===== config.mk =====
export PLATFORM = sky130hd
export DESIGN_NAME = pbm_decoder
export DESIGN_NICKNAME = d
export VERILOG_FILES = /design/src/inc/pbm_pkg.sv /design/src/verilog/pbm_decoder.sv
export VERILOG_INCLUDE_DIRS = /design/src /design/src/inc
export SDC_FILE = /design/constraint.sdc
export NUM_CORES = 1
export LEC_CHECK = 0
export ABC_AREA = 0
export BUFFER_PORTS_ARGS = -buffer_cell sky130_fd_sc_hd__buf_2
export CAP_MARGIN = 30
export CORE_MARGIN = 2
export CORE_UTILIZATION = 40
export CTS_BUF_LIST = sky130_fd_sc_hd__clkbuf_8
export CTS_CLUSTER_SIZE = 12
export DETAILED_ROUTE_END_ITERATION = 6
export GPL_TIMING_DRIVEN = 0
export PLACE_DENSITY_LB_ADDON = 0.08
export SLEW_MARGIN = 10
export SYNTH_ARGS = -nofsm -noshare
export SYNTH_HDL_FRONTEND = slang
export SYNTH_SLANG_ARGS = --single-unit

===== constraint.sdc =====
create_clock -name clk -period 1.1 [get_ports clk]
set_clock_uncertainty 0.15 [all_clocks]
set_input_delay 0.11 -clock clk [delete_from_list [all_inputs] [get_ports clk]]
set_output_delay 0.11 -clock clk [all_outputs]
set_load 0.01 [all_outputs]

===== src/inc/pbm_defs.svh =====
// Constants for the protection bit map decoder.
//
// Contract
// - A start field of zero means lock bit zero itself, not an adder.
// - A nonzero start field is adder c; bit is two to m, plus one, plus c.
// - Sector lock bits rise by one from first to last bit of a section.
// - The end field is an adder on the same base, giving the last bit; the bottom 8K blocks use bits up to two above it.
// - Upward: four 8K, one 32K, density count of 64K, one 32K, four 8K.
// - Sector type 2 is 8 Kbyte, type 3 is 32 Kbyte, type 4 is 64 Kbyte.
// - 8K and 32K sections hold two to the power n sectors, n a byte.
// - The 64K section holds two to the power m, minus two, blocks.
// - Density constant m is 4, 5, 6, 7, 8 for 8 to 128 Mbit parts.
// - Adder fields are signed two's complement bytes; zero means bit zero.
// - Bottom 8K section: start adder FFh (minus one), end adder printed 04h.
// - Lower 32K section: start and end both use adder FDh (minus three).
// - 64K section: start is bit zero, end adder FCh (minus four).
// - Upper 32K section: start and end both use adder FEh (minus two).
// - Top 8K section: start adder 07h, end adder 0Eh.
// - In 8K sections odd bits are read locks, even bits write locks.
// - 4 Kbyte erase sectors form no section; only locked blocks are listed.
`ifndef PBM_DEFS_SVH
`define PBM_DEFS_SVH

`define PBM_SECTIONS 5
`define PBM_ADDR_W 24
`define PBM_BIT_W 9

`define PBM_TYPE_8K 8'h02
`define PBM_TYPE_32K 8'h03
`define PBM_TYPE_64K 8'h04
`define PBM_SHIFT_8K 5'h0D
`define PBM_SHIFT_32K 5'h0F
`define PBM_SHIFT_64K 5'h10

`define PBM_M_MIN 4'h4
`define PBM_M_MAX 4'h8
`define PBM_M_DEFAULT 4'h6

`define PBM_S1_TYPE 8'h02
`define PBM_S1_NEXP 8'h02
`define PBM_S1_START 8'hFF
`define PBM_S1_END 8'h04
`define PBM_S2_TYPE 8'h03
`define PBM_S2_NEXP 8'h00
`define PBM_S2_START 8'hFD
`define PBM_S2_END 8'hFD
`define PBM_S3_TYPE 8'h04
`define PBM_S3_NEXP 8'h00
`define PBM_S3_START 8'h00
`define PBM_S3_END 8'hFC
`define PBM_S4_TYPE 8'h03
`define PBM_S4_NEXP 8'h00
`define PBM_S4_START 8'hFE
`define PBM_S4_END 8'hFE
`define PBM_S5_TYPE 8'h02
`define PBM_S5_NEXP 8'h02
`define PBM_S5_START 8'h07
`define PBM_S5_END 8'h0E

`endif


===== src/inc/pbm_pkg.sv =====
// Types shared by the protection bit map decoder and its bench.
`include "pbm_defs.svh"

package pbm_pkg;
  timeunit 1ns;
  timeprecision 1ps;

  typedef struct packed {
    logic [7:0] sector_type;
    logic [7:0] count_exp;
    logic [7:0] first_adder;
    logic [7:0] last_adder;
  } pbm_section_t;

  typedef struct packed {
    logic [`PBM_ADDR_W-1:0] addr;
    logic [3:0] density_m;
  } pbm_req_t;

  typedef struct packed {
    logic in_range;
    logic [2:0] section;
    logic [7:0] sector_type;
    logic [`PBM_BIT_W-1:0] write_lock_bit;
    logic [`PBM_BIT_W-1:0] read_lock_bit;
    logic has_read_lock;
    logic [`PBM_BIT_W-1:0] section_first_lock_bit;
    logic [`PBM_BIT_W-1:0] section_last_lock_bit;
  } pbm_rsp_t;

endpackage : pbm_pkg


===== src/verilog/pbm_decoder.sv =====
// Maps a flash address to the index of its block protection lock bits.
`include "pbm_defs.svh"

module pbm_decoder (
  // Clock and reset.
  input wire logic clk,
  input wire logic rst_b,
  // Lookup request.
  input wire logic req_valid,
  input wire pbm_pkg::pbm_req_t req,
  // Lookup answer.
  output logic rsp_valid,
  output pbm_pkg::pbm_rsp_t rsp
);
  timeunit 1ns;
  timeprecision 1ps;
  import pbm_pkg::*;

  // Section descriptors as a part would publish them, bottom upward.
  localparam pbm_section_t SECT [`PBM_SECTIONS] = '{
    '{`PBM_S1_TYPE, `PBM_S1_NEXP, `PBM_S1_START, `PBM_S1_END},
    '{`PBM_S2_TYPE, `PBM_S2_NEXP, `PBM_S2_START, `PBM_S2_END},
    '{`PBM_S3_TYPE, `PBM_S3_NEXP, `PBM_S3_START, `PBM_S3_END},
    '{`PBM_S4_TYPE, `PBM_S4_NEXP, `PBM_S4_START, `PBM_S4_END},
    '{`PBM_S5_TYPE, `PBM_S5_NEXP, `PBM_S5_START, `PBM_S5_END}
  };

  // Turns a start or end field into a lock bit index.
  function automatic logic [`PBM_BIT_W-1:0] adder_to_bit(
    input logic [3:0] m,
    input logic [7:0] c
  );
    int v;
    v = 0;
    if (c == 8'h00) begin
      v = 0;
    end else begin
      v = (32'sh1 <<< m) + 32'sh1 + int'($signed(c));
    end
    return v[`PBM_BIT_W-1:0];
  endfunction : adder_to_bit

  // Log2 of the block size for a sector type; zero for unknown types.
  function automatic logic [4:0] type_shift(input logic [7:0] t);
    logic [4:0] s;
    s = 5'h00;
    case (t)
      `PBM_TYPE_8K: s = `PBM_SHIFT_8K;
      `PBM_TYPE_32K: s = `PBM_SHIFT_32K;
      `PBM_TYPE_64K: s = `PBM_SHIFT_64K;
      default: s = 5'h00;
    endcase
    return s;
  endfunction : type_shift

  // Number of blocks in a section.
  function automatic logic [31:0] sect_count(
    input pbm_section_t s,
    input logic [3:0] m
  );
    logic [31:0] n;
    n = 32'h0;
    if (s.sector_type == `PBM_TYPE_64K) begin
      n = (32'h1 << m) - 32'h2;
    end else if (s.count_exp < 8'h20) begin
      n = 32'h1 << s.count_exp;
    end else begin
      n = 32'h0;
    end
    return n;
  endfunction : sect_count

  // True when the density constant is one that the map knows.
  function automatic logic density_ok(input logic [3:0] m);
    logic ok;
    ok = (m >= `PBM_M_MIN) && (m <= `PBM_M_MAX);
    return ok;
  endfunction : density_ok

  // Only the 8 Kbyte blocks carry a read lock beside their write lock.
  function automatic logic has_pair(input logic [7:0] t);
    logic p;
    p = (t == `PBM_TYPE_8K);
    return p;
  endfunction : has_pair

  // Block index of an address inside a section that starts at base.
  function automatic logic [31:0] block_offset(
    input logic [31:0] a,
    input logic [31:0] base,
    input logic [4:0] sh
  );
    logic [31:0] off;
    off = (a - base) >> sh;
    return off;
  endfunction : block_offset

  // Write lock bit of a block; paired blocks take two bits each.
  function automatic logic [`PBM_BIT_W-1:0] write_bit(
    input logic [`PBM_BIT_W-1:0] first,
    input logic [31:0] off,
    input logic paired
  );
    logic [31:0] step;
    step = paired ? (off << 1) : off;
    return first + step[`PBM_BIT_W-1:0];
  endfunction : write_bit

  // Read lock bit: the odd bit after the even write bit of a paired block, else the write bit.
  function automatic logic [`PBM_BIT_W-1:0] read_bit(
    input logic [`PBM_BIT_W-1:0] wbit,
    input logic paired
  );
    logic [`PBM_BIT_W-1:0] rbit;
    rbit = wbit + {{(`PBM_BIT_W-1){1'b0}}, paired};
    return rbit;
  endfunction : read_bit

  // Request address widened to the arithmetic width of the map.
  logic [31:0] req_addr;
  logic density_good;

  assign req_addr = {{(32-`PBM_ADDR_W){1'b0}}, req.addr};
  assign density_good = density_ok(req.density_m);

  // Per-section view of the map for the density of the current request.
  logic [4:0] sect_shift [`PBM_SECTIONS];
  logic [31:0] sect_size [`PBM_SECTIONS];
  logic [31:0] sect_base [`PBM_SECTIONS];
  logic [`PBM_BIT_W-1:0] sect_first [`PBM_SECTIONS];
  logic [`PBM_BIT_W-1:0] sect_last [`PBM_SECTIONS];
  logic [`PBM_SECTIONS-1:0] sect_hit;

  // Block size and byte count of every section.
  always_comb begin
    for (int i = 0; i < `PBM_SECTIONS; i++) begin
      sect_shift[i] = type_shift(SECT[i].sector_type);
      sect_size[i] = sect_count(SECT[i], req.density_m) << sect_shift[i];
    end
  end

  // Sections sit back to back from address zero upward.
  always_comb begin
    logic [31:0] acc;
    acc = 32'h0;
    for (int i = 0; i < `PBM_SECTIONS; i++) begin
      sect_base[i] = acc;
      acc = acc + sect_size[i];
    end
  end

  // First and last lock bit of every section.
  always_comb begin
    for (int i = 0; i < `PBM_SECTIONS; i++) begin
      sect_first[i] = adder_to_bit(req.density_m, SECT[i].first_adder);
      sect_last[i] = adder_to_bit(req.density_m, SECT[i].last_adder);
    end
  end

  // A section claims the address when the density is known and the address lies inside its byte bounds.
  always_comb begin
    for (int i = 0; i < `PBM_SECTIONS; i++) begin
      sect_hit[i] = density_good && (req_addr >= sect_base[i]) &&
        (req_addr < sect_base[i] + sect_size[i]);
    end
  end

  // The claiming section; bounds never overlap, so at most one claims.
  logic hit_found;
  logic [2:0] hit_idx;

  always_comb begin
    hit_found = 1'b0;
    hit_idx = 3'h0;
    for (int i = 0; i < `PBM_SECTIONS; i++) begin
      if (sect_hit[i]) begin
        hit_found = 1'b1;
        hit_idx = 3'(i);
      end
    end
  end

  // Lock bits of the claimed block. In the bottom 8 Kbyte section the
  // block bits run two above the end field, which is kept as published.
  logic [7:0] hit_type;
  logic hit_pair;
  logic [31:0] hit_off;
  logic [`PBM_BIT_W-1:0] hit_write;
  logic [`PBM_BIT_W-1:0] hit_read;

  always_comb begin
    hit_type = SECT[hit_idx].sector_type;
    hit_pair = has_pair(hit_type);
    hit_off = block_offset(req_addr, sect_base[hit_idx],
      sect_shift[hit_idx]);
    hit_write = write_bit(sect_first[hit_idx], hit_off, hit_pair);
    hit_read = read_bit(hit_write, hit_pair);
  end

  pbm_rsp_t next_rsp;

  // Answer for the current request; all zero when no section claims it.
  always_comb begin
    next_rsp = '0;
    if (hit_found) begin
      next_rsp.in_range = 1'b1;
      next_rsp.section = hit_idx;
      next_rsp.sector_type = hit_type;
      next_rsp.write_lock_bit = hit_write;
      next_rsp.read_lock_bit = hit_read;
      next_rsp.has_read_lock = hit_pair;
      next_rsp.section_first_lock_bit = sect_first[hit_idx];
      next_rsp.section_last_lock_bit = sect_last[hit_idx];
    end
  end

  // Registered answer, kept in one register group for each concern.
  logic ans_in_range;
  logic [2:0] ans_section;
  logic [7:0] ans_type;
  logic [`PBM_BIT_W-1:0] ans_write;
  logic [`PBM_BIT_W-1:0] ans_read;
  logic ans_pair;
  logic [`PBM_BIT_W-1:0] ans_first;
  logic [`PBM_BIT_W-1:0] ans_last;

  // Answer strobe: high for the cycle after each accepted request.
  always_ff @(posedge clk or negedge rst_b) begin
    if (!rst_b) begin
      rsp_valid <= 1'b0;
    end else begin
      rsp_valid <= req_valid;
    end
  end

  // Where the address fell; held until the next accepted request.
  always_ff @(posedge clk or negedge rst_b) begin
    if (!rst_b) begin
      ans_in_range <= 1'b0;
      ans_section <= 3'h0;
      ans_type <= 8'h00;
    end else if (req_valid) begin
      ans_in_range <= next_rsp.in_range;
      ans_section <= next_rsp.section;
      ans_type <= next_rsp.sector_type;
    end
  end

  // Lock bits of the block; held until the next accepted request.
  always_ff @(posedge clk or negedge rst_b) begin
    if (!rst_b) begin
      ans_write <= '0;
      ans_read <= '0;
      ans_pair <= 1'b0;
    end else if (req_valid) begin
      ans_write <= next_rsp.write_lock_bit;
      ans_read <= next_rsp.read_lock_bit;
      ans_pair <= next_rsp.has_read_lock;
    end
  end

  // Lock bit ends of the section; held until the next accepted request.
  always_ff @(posedge clk or negedge rst_b) begin
    if (!rst_b) begin
      ans_first <= '0;
      ans_last <= '0;
    end else if (req_valid) begin
      ans_first <= next_rsp.section_first_lock_bit;
      ans_last <= next_rsp.section_last_lock_bit;
    end
  end

  // The answer port shows the registered fields unchanged.
  assign rsp = '{
    in_range: ans_in_range,
    section: ans_section,
    sector_type: ans_type,
    write_lock_bit: ans_write,
    read_lock_bit: ans_read,
    has_read_lock: ans_pair,
    section_first_lock_bit: ans_first,
    section_last_lock_bit: ans_last
  };

endmodule : pbm_decoder

==> impl_metrics.py, run 1 <==
metrics = {
    "finish": {
        "fill_cells": 1073,
        "drive_above_1_share_pct": 47.2,
        "final_cell_mix": "buf_4 (116), buf_2 (68), ha_1 (52)",
        "area_delta_synth_final_pct": 57.5,
        "fin_area_um2": 8270,
        "fin_cells": 1025,
        "final_core_util_pct": 65.0,
        "diodes": 0,
        "layout_commonest_cell": "buf_4",
        "layout.nets": 947,
    },
    "timing": {
        "worst_slack_ns": -6.88,
        "maxSlewHeadroom_pct": 48.7,
        "report.final.slew_viol_count": 0,
        "min_period_over_period_pct": 725,
        "tightest_slew_ns": 0.764,
        "fin_tns_setup_ns": -204.38,
        "max_freq_mhz": 125,
        "finalCriticalPeriod_ns": 7.98,
        "rsz0062_at_grt": "true",
        "final-setup-viol-count": 49,
        "hold-worst-slack_ns": 0.0752,
        "hold_viol": 0,
    },
    "setup_path": {
        "startpoint": "req[3]",
        "max_stage_delay_ns": 0.40,
        "crit_path_frequent_cell": "o21a_1",
        "crit_cells": 47,
        "rrSetupSlack_ns": 0.06,
        "slowest_stage": "or3b_4",
        "end_kind": "flip-flop",
        "path_max_fanout": 7,
        "reg2reg_to": "ans_first[0]",
        "required_ns": 1.14,
        "crit_type": "in -> reg",
        "startpoint_type": "input port",
        "cp_top_family": "compound AO/OA/AOI/OAI gates",
        "regToRegStartpoint": "ans_first[0]",
        "ff2ff_path_depth": 2,
        "cp_num_buf_inv": 8,
        "crit_path_end": "ans_write[8]",
        "critPathArrivalTime_ns": 8.02,
    },
    "floorplanning": {
        "row_count": 41,
        "initial_core_util_pct": 41.3,
        "core_um2": 12700,
        "pin_count": 81,
        "die_w_um": 119,
        "die_y_um": 119,
        "floorplan.die_area_um2": 14100,
    },
    "logic_synthesis": {
        "ys_seq_area_share_pct": 21.4,
        "synth_edf_count": 0,
        "netlist_instances": 624,
        "ys_ff_latch": 45,
        "synthFlopType": "dfrtp_1",
        "avgSynthCellArea_um2": 8.42,
        "ys_types": 89,
        "synth_warnings": 0,
        "syn_area_um2": 5250,
        "async_reset_ff_share_pct": 100,
    },
    "placement": {
        "dpl_cell_area_um2": 6140,
        "gp_congestion": 0.919,
        "dp_hpwl_um": 13400,
        "pre_cts_slack_ns": -8.44,
        "dpl.cell_count": 875,
        "portBuffers": 75,
    },
    "power": {
        "finalPower_mw": 7.39,
        "p_leak_nw": 3.82,
        "ir_drop_mv": 0.446,
        "cellPowerDensity_nw_per_um2": 893,
    },
    "run_status": {
        "status": "finished, violations left",
        "violations": "negative setup slack",
    },
    "route": {
        "drt_iter0_markers": 330,
        "viasPerCell": 5.90,
        "dr.pass1.iters": 6,
        "wl_per_cell_um": 19.1,
        "wl_um": 19600,
        "route.vias.total": 6048,
        "drcViolationCount": 0,
        "ant_nets": 0,
    },
    "global_route": {
        "grt_pass1_vias": 5713,
        "grt_pass1_wl_um": 30000,
        "grt_max_degree": 46,
        "antenna_found_initial": 0,
        "grt.overflow.total": 0,
        "grt_usage_pct": 26.5,
    },
    "clock_tree": {
        "clock_sinks": 45,
        "cts_buffers": 5,
        "cts_tree": "done",
        "clk_latency_ns": 0.30,
        "htree_levels": 2,
        "clockBufferDepth": 2,
        "root_buffer": "clkbuf_8",
        "clk_pin_slew_worst_paths_ns": 0.08,
    },
    "worst_hold_path": {
        "min_path_type": "in -> async",
    },
    "job": {
        "drv_cap": 0,
    },
}
-- worst min-delay path by stage --
stage / from / to / slack, ns / cells past startpoint
after floorplan: rst_b / ans_first[0] / -0.34 / 0
after global placement: req_valid / rsp_valid / 0.08 / 1
after global routing: rst_b / ans_in_range / 0.11 / 2
final: rst_b / ans_in_range / 0.08 / 2
after detailed placement: req_valid / rsp_valid / 0.09 / 1
after CTS: rst_b / ans_in_range / -0.17 / 1
-- logic make-up (layout without fill, tap and decap cells) --
kind of cell             Yosys count  after routing  synth area share, %
adder cells (fa/ha/maj)           64             64                 15.4
AO/OA/AOI/OAI                    207            207                 28.3
other                              1              5               0.0714
XOR/XNOR                          37             37                 6.60
flip-flops                        45             45                 21.4
buffers and inverters             58            283                 5.38
multiplexers                       8              8                 1.69
AND/OR/NAND/NOR                  204            204                 21.1
-- state kept, by name, indices dropped and copies added, names as in the netlist --
signal,count
ans_type,3
ans_in_range,1
ans_pair,1
ans_section,3
ans_write,9
ans_first,9
ans_read,9
rsp_valid,1
ans_last,9
-- cell usage after synthesis, types with 6 or more instances --
library cell | instances | share of area (%)
nor2_1 | 44 | 3.1
o21ai_0 | 27 | 2.6
nand3_1 | 20 | 1.9
o21a_1 | 8 | 1.1
clkbuf_1 | 15 | 1.1
o2bb2ai_1 | 8 | 1.3
dfrtp_1 | 45 | 21
a22o_1 | 27 | 4.5
nand2_1 | 45 | 3.2
nor4_1 | 10 | 1.2
a211oi_1 | 7 | 1.0
buf_2 | 6 | 0.57
a31oi_1 | 6 | 0.71
nor3_1 | 27 | 2.6
o21ai_1 | 7 | 0.67
a21o_1 | 7 | 1.0
xnor2_1 | 25 | 4.2
o21bai_1 | 7 | 1.0
nand2b_1 | 8 | 0.95
inv_1 | 19 | 1.4
ha_1 | 63 | 15
o22ai_1 | 11 | 1.3
and3_1 | 7 | 0.83
o211ai_1 | 9 | 1.3
xor2_1 | 10 | 1.7
buf_4 | 9 | 1.3
a21oi_1 | 39 | 3.7
-- final cells by class --
cell class	instances	area (um2)	share of cell area, %
clock inverter	2	33.8	0.408
inverter	24	115	1.39
tap	172	215	2.60
multi-input combinational	525	4700	56.8
buffer	32	342	4.13
timing repair buffer	219	1660	20.1
sequential	45	1130	13.6
clock buffer	6	82.6	0.998
-- power by group --
part	internal, mW	total (mW)	switching, mW
Combinational	2.07	4.17	2.09
Sequential	1.84	1.94	0.0951
Clock	0.731	1.28	0.549
-- layer usage --
metal	up-vias	wire (um)	global-route usage, %
met5	-	0	0
met4	0	843	14.1
met3	67	1210	3.43
met2	276	9490	44.3
met1	2917	8060	33.3
li1	2788	-	-
-- what timing repair did --
item / in CTS / in global routing
setup endpoints to repair: 66 / 87
gates resized for setup: 131 / 74
buffers inserted: 80 / 67
cloned: 0 / 0
pin swaps: 78 / 45
hold buffers: 1 / 1
endpoints found under the hold margin: 46 / 45
(Power assumes the default switching activity.)
==> inputs of run 2 (changes only) <==
--- a/config.mk
+++ b/config.mk
@@ -9,6 +9,7 @@
 export ABC_AREA = 0
 export BUFFER_PORTS_ARGS = -buffer_cell sky130_fd_sc_hd__buf_2
 export CAP_MARGIN = 30
+export CORE_ASPECT_RATIO = 1.75
 export CORE_MARGIN = 2
 export CORE_UTILIZATION = 40
 export CTS_BUF_LIST = sky130_fd_sc_hd__clkbuf_8
@@ -16,6 +17,7 @@
 export DETAILED_ROUTE_END_ITERATION = 6
 export GPL_TIMING_DRIVEN = 0
 export PLACE_DENSITY_LB_ADDON = 0.08
+export REMOVE_ABC_BUFFERS = 1
 export SLEW_MARGIN = 10
 export SYNTH_ARGS = -nofsm -noshare
 export SYNTH_HDL_FRONTEND = slang
==> impl_metrics.py, run 2 (synthesis results as in run 1) <==
metrics = {
    "finish": {
        "area_delta_synth_final_pct": 53.2,
        "multiInputGateArea_um2": 4630,
        "fill_cells": 1099,
        "drive_above_1_share_pct": 45.3,
        "diodes": 0,
        "final_cell_mix": "buf_4 (128), buf_2 (69), ha_1 (50)",
        "fin_cells": 1008,
        "seqCellArea_um2": 1130,
        "layout.nets": 931,
        "layout_commonest_cell": "buf_4",
    },
    "route": {
        "wl_per_cell_um": 20.3,
        "drcViolationCount": 0,
        "drt_iter0_markers": 397,
        "route.vias.total": 5923,
        "viasPerCell": 5.88,
        "dr.pass1.iters": 5,
        "ant_nets": 0,
        "wl_um": 20500,
    },
    "power": {
        "p_switching_mw": 2.75,
        "switching_share_pct": 39.3,
        "ir_drop_mv": 0.459,
        "cellPowerDensity_nw_per_um2": 868,
        "internal_power_mw": 4.24,
        "finalPower_mw": 6.99,
        "clkPwrFrac_pct": 15.6,
        "p_leak_nw": 3.70,
        "pwr-share-seq_pct": 27.8,
        "combPwrFrac_pct": 56.6,
    },
    "timing": {
        "maxSlewHeadroom_pct": 41.6,
        "finalCriticalPeriod_ns": 7.75,
        "tightest_slew_ns": 0.873,
        "max_freq_mhz": 129,
        "fin_tns_setup_ns": -199.28,
        "final-setup-viol-count": 66,
        "hold_viol": 0,
        "rsz0062_at_grt": "true",
        "report.final.slew_viol_count": 0,
        "worst_slack_ns": -6.65,
        "min_period_over_period_pct": 704,
    },
    "setup_path": {
        "startpoint_type": "input port",
        "critPathArrivalTime_ns": 7.81,
        "path_max_fanout": 5,
        "end_kind": "flip-flop",
        "slowest_stage": "or4_4",
        "max_stage_delay_ns": 0.63,
        "rrSetupSlack_ns": 0.07,
        "crit_type": "in -> reg",
        "required_ns": 1.16,
    },
    "job": {
        "drv_cap": 0,
    },
    "global_route": {
        "grt_usage_pct": 28.0,
        "grt_pass1_wl_um": 31100,
        "grt_pass1_vias": 5821,
        "grt_max_degree": 36,
        "antenna_found_initial": 0,
        "grt.overflow.total": 0,
    },
    "floorplanning": {
        "pin_count": 81,
        "initial_core_util_pct": 40.8,
        "row_count": 55,
        "core_um2": 12900,
        "floorplan.die_area_um2": 14100,
        "die_y_um": 156,
        "die_w_um": 90.6,
    },
    "placement": {
        "dpl.cell_count": 844,
        "gp_congestion": 0.945,
        "portBuffers": 75,
        "dp_hpwl_um": 13300,
    },
    "run_status": {
        "violations": "negative setup slack",
        "status": "finished, violations left",
    },
    "clock_tree": {
        "clk_pin_slew_worst_paths_ns": 0.10,
        "clock_sinks": 45,
        "root_buffer": "clkbuf_8",
        "clk_latency_ns": 0.31,
        "htree_levels": 2,
        "cts_tree": "done",
        "clockBufferDepth": 2,
        "cts_buffers": 5,
    },
    "worst_hold_path": {
        "min_path_type": "in -> async",
    },
}
[run 2: final cells by class]
cell class	count	area share (%)
clock buffer	5	0.855
clock inverter	3	0.264
inverter	24	1.46
multi-input combinational	527	57.5
sequential	45	14.0
tap	171	2.66
timing repair buffer	233	23.3
[run 2: layer usage]
metal	GRT usage, %	share of wire [%]	vias up
li1	-	-	2774
met1	27.1	35	2834
met2	54.8	54	222
met3	2.17	3.7	93
met4	19.3	7.6	0
met5	0	0	-
[run 2: final timing paths]
| check | start | to | cells after the start |
|---|---|---|---|
| setup / recovery | req[2] | ans_read[8] | 39 |
| hold / removal | rst_b | ans_read[0] | 2 |
| setup reg to reg | ans_first[7] | ans_first[7] | 3 |
| hold reg to reg | ans_type[2] | ans_type[2] | 2 |
| max in group asynchronous | rst_b | ans_section[2] | 3 |
| min in group clk | req_valid | ans_first[7] | 3 |
[run 2: repair_timing]
action,4_1_cts,5_1_grt
hold buffers,2,0
pin swaps,87,51
gates resized for setup,169,37
setup buffers,100,59
endpoints found under the setup margin,83,89
hold endpoints to repair,47,0
cloned,5,1
[run 2: critical path: cells and delay by family]
kind / cells / cell delay [ns]
simple gates: 8 / 2.00
mux: 2 / 0.40
buf+inv: 5 / 0.48
fa+ha+maj: 5 / 1.26
xor+xnor: 4 / 0.67
compound gates: 15 / 2.86
[run 2: power groups by stage]
stage               sequential [mW]  combinational [mW]  clock, mW
floorplan                      2.07                1.58          0
global placement               1.98                2.42          0
detailed placement             1.98                2.48          0
CTS                            1.95                3.39       1.10
global route                   1.96                4.25       1.17
finish                         1.94                3.96       1.09
[run 2: metrics by stage]
stage	util [%]	instance area [um2]	hold slack, ns	setup WS, ns
final	62.5	8050	0.0453	-6.65
after global routing	62.5	8050	0.0684	-7.02
after CTS	57.7	7420	0.0316	-6.60
after detailed placement	44.6	5730	-0.143	-9.78
after global placement	44.0	5670	0.170	-9.94
after floorplan	-	5080	-0.336	-7.49
==> inputs of run 3 (changes only) <==
--- a/config.mk
+++ b/config.mk
@@ -9,9 +9,11 @@
 export ABC_AREA = 0
 export BUFFER_PORTS_ARGS = -buffer_cell sky130_fd_sc_hd__buf_2
 export CAP_MARGIN = 30
+export CELL_PAD_IN_SITES_DETAIL_PLACEMENT = 0
+export CELL_PAD_IN_SITES_GLOBAL_PLACEMENT = 2
 export CORE_ASPECT_RATIO = 1.75
 export CORE_MARGIN = 2
-export CORE_UTILIZATION = 40
+export CORE_UTILIZATION = 36
 export CTS_BUF_LIST = sky130_fd_sc_hd__clkbuf_8
 export CTS_CLUSTER_SIZE = 12
 export DETAILED_ROUTE_END_ITERATION = 6
==> impl_metrics.py, run 3 (synthesis results as in run 1) <==
metrics = {
    "timing": {
        "hold_viol": 0,
        "rsz0062_at_grt": "true",
        "final-setup-viol-count": 57,
        "worst_slack_ns": -6.82,
        "max_freq_mhz": 126,
        "report.final.slew_viol_count": 0,
        "finalCriticalPeriod_ns": 7.92,
        "tightest_slew_ns": 0.778,
        "maxSlewHeadroom_pct": 47.7,
        "min_period_over_period_pct": 720,
    },
    "clock_tree": {
        "cts_buffers": 5,
        "clk_pin_slew_worst_paths_ns": 0.09,
        "clockBufferDepth": 2,
        "cts_tree": "done",
        "htree_levels": 2,
        "clock_sinks": 45,
        "clk_latency_ns": 0.31,
        "root_buffer": "clkbuf_8",
    },
    "floorplanning": {
        "die_y_um": 164,
        "row_count": 58,
        "core_um2": 14300,
        "floorplan.die_area_um2": 15600,
        "initial_core_util_pct": 36.7,
        "die_w_um": 95.3,
        "pin_count": 81,
    },
    "global_route": {
        "busiest_layer": "met2",
        "antenna_found_initial": 0,
        "grt_pass1_vias": 5779,
        "grt_use_met3_pct": 1.61,
        "grt_usage_pct": 26.4,
        "grt_max_degree": 46,
        "grt.overflow.total": 0,
        "use_met1_pct": 26.2,
        "grt_pass1_wl_um": 31300,
        "grtUsageMet2_pct": 50.3,
    },
    "setup_path": {
        "slowest_stage": "or4_4",
        "required_ns": 1.15,
        "startpoint_type": "input port",
        "max_stage_delay_ns": 0.61,
        "critPathArrivalTime_ns": 7.97,
        "crit_type": "in -> reg",
        "cp_num_buf_inv": 6,
        "startpoint": "req[1]",
        "path_max_fanout": 4,
        "regToRegStartpoint": "ans_last[5]",
        "crit_path_frequent_cell": "o21a_1",
        "cp_top_family": "compound AO/OA/AOI/OAI gates",
        "end_kind": "flip-flop",
    },
    "worst_hold_path": {
        "min_path_type": "in -> async",
    },
    "route": {
        "route.vias.total": 5950,
        "drt_iter0_markers": 210,
        "drcViolationCount": 0,
        "ant_nets": 0,
        "viasPerCell": 5.75,
        "wl_per_cell_um": 20.5,
        "dr.pass1.iters": 4,
        "wl_um": 21200,
    },
    "placement": {
        "dp_hpwl_um": 14100,
        "portBuffers": 75,
        "gp_congestion": 0.882,
        "dpl.cell_count": 853,
        "dpl_cell_area_um2": 5740,
    },
    "power": {
        "p_leak_nw": 3.92,
        "cellPowerDensity_nw_per_um2": 865,
        "internal_power_mw": 4.62,
        "p_switching_mw": 2.83,
        "combPwrFrac_pct": 55.8,
        "clkPwrFrac_pct": 18.0,
        "switching_share_pct": 37.9,
        "ir_drop_mv": 0.566,
        "pwr-share-seq_pct": 26.2,
    },
    "finish": {
        "final_cell_mix": "buf_4 (119), buf_2 (64), ha_1 (52)",
        "fin_area_um2": 8610,
        "layout_commonest_cell": "buf_4",
        "area_delta_synth_final_pct": 63.9,
        "diodes": 0,
        "drive_above_1_share_pct": 51.7,
        "layout.nets": 949,
        "fin_cells": 1035,
    },
    "run_status": {
        "violations": "negative setup slack",
        "status": "finished, violations left",
    },
    "job": {
        "drv_cap": 0,
    },
}
==> run 3: cell type report <==
class / count / area, um2
tap: 180 / 225
sequential: 45 / 1130
clock buffer: 6 / 82.6
inverter: 24 / 121
timing repair buffer: 252 / 2140
clock inverter: 2 / 37.5
multi-input combinational: 526 / 4880
fill: 1259 / 5680
==> run 3: final timing paths <==
check / depth (start not counted) / end / slack, ns
max: 47 / ans_read[8] / -6.82
min: 2 / ans_pair / 0.03
max reg2reg: 2 / ans_last[5] / 0.04
min reg2reg: 1 / ans_in_range / 0.34
max in group asynchronous: 3 / ans_first[5] / 0.30
min in group clk: 2 / ans_last[5] / 0.07
==> run 3: per-stage QoR <==
step	setup TNS [ns]	util (%)	setup slack, ns	hold WS (ns)	total power [mW]
after CTS	-199.51	52.9	-6.74	-0.162	6.81
after floorplan	-219.40	-	-7.49	-0.336	3.65
after global placement	-325.20	39.7	-10.17	0.155	4.43
final	-207.95	60.2	-6.82	0.0331	7.45
after detailed placement	-303.60	40.2	-9.85	0.172	4.50
after global routing	-219.46	60.2	-7.20	0.0610	7.86
==> run 3: power by group through the flow <==
| stage | sequential (mW) | combinational (mW) | clock (mW) |
|---|---|---|---|
| global route | 1.97 | 4.47 | 1.42 |
| finish | 1.95 | 4.16 | 1.34 |
| detailed placement | 1.98 | 2.52 | 0 |
| global placement | 1.97 | 2.46 | 0 |
| floorplan | 2.07 | 1.58 | 0 |
| CTS | 1.95 | 3.51 | 1.35 |
==> run 3: repair_timing <==
action / in CTS / in global routing
pin swaps: 72 / 82
hold endpoints to repair: 47 / 45
setup endpoints to repair: 70 / 88
setup buffers: 99 / 79
gates resized for setup: 187 / 114
hold buffers: 1 / 1
gates cloned: 3 / 0
==> run 3: worst reg2reg max path: cells and delay by family, from the launching register on <==
family | cells | cell delay, ns
buffers and inverters | 1 | 0.14
flip-flops | 1 | 0.41
multiplexers | 1 | 0.26
==> run 3: per-layer routing <==
layer	part of all wire (%)	vias to the layer above
li1	-	2806
met5	0	-
met3	2.6	81
met4	8.2	0
met2	54	168
met1	35	2895
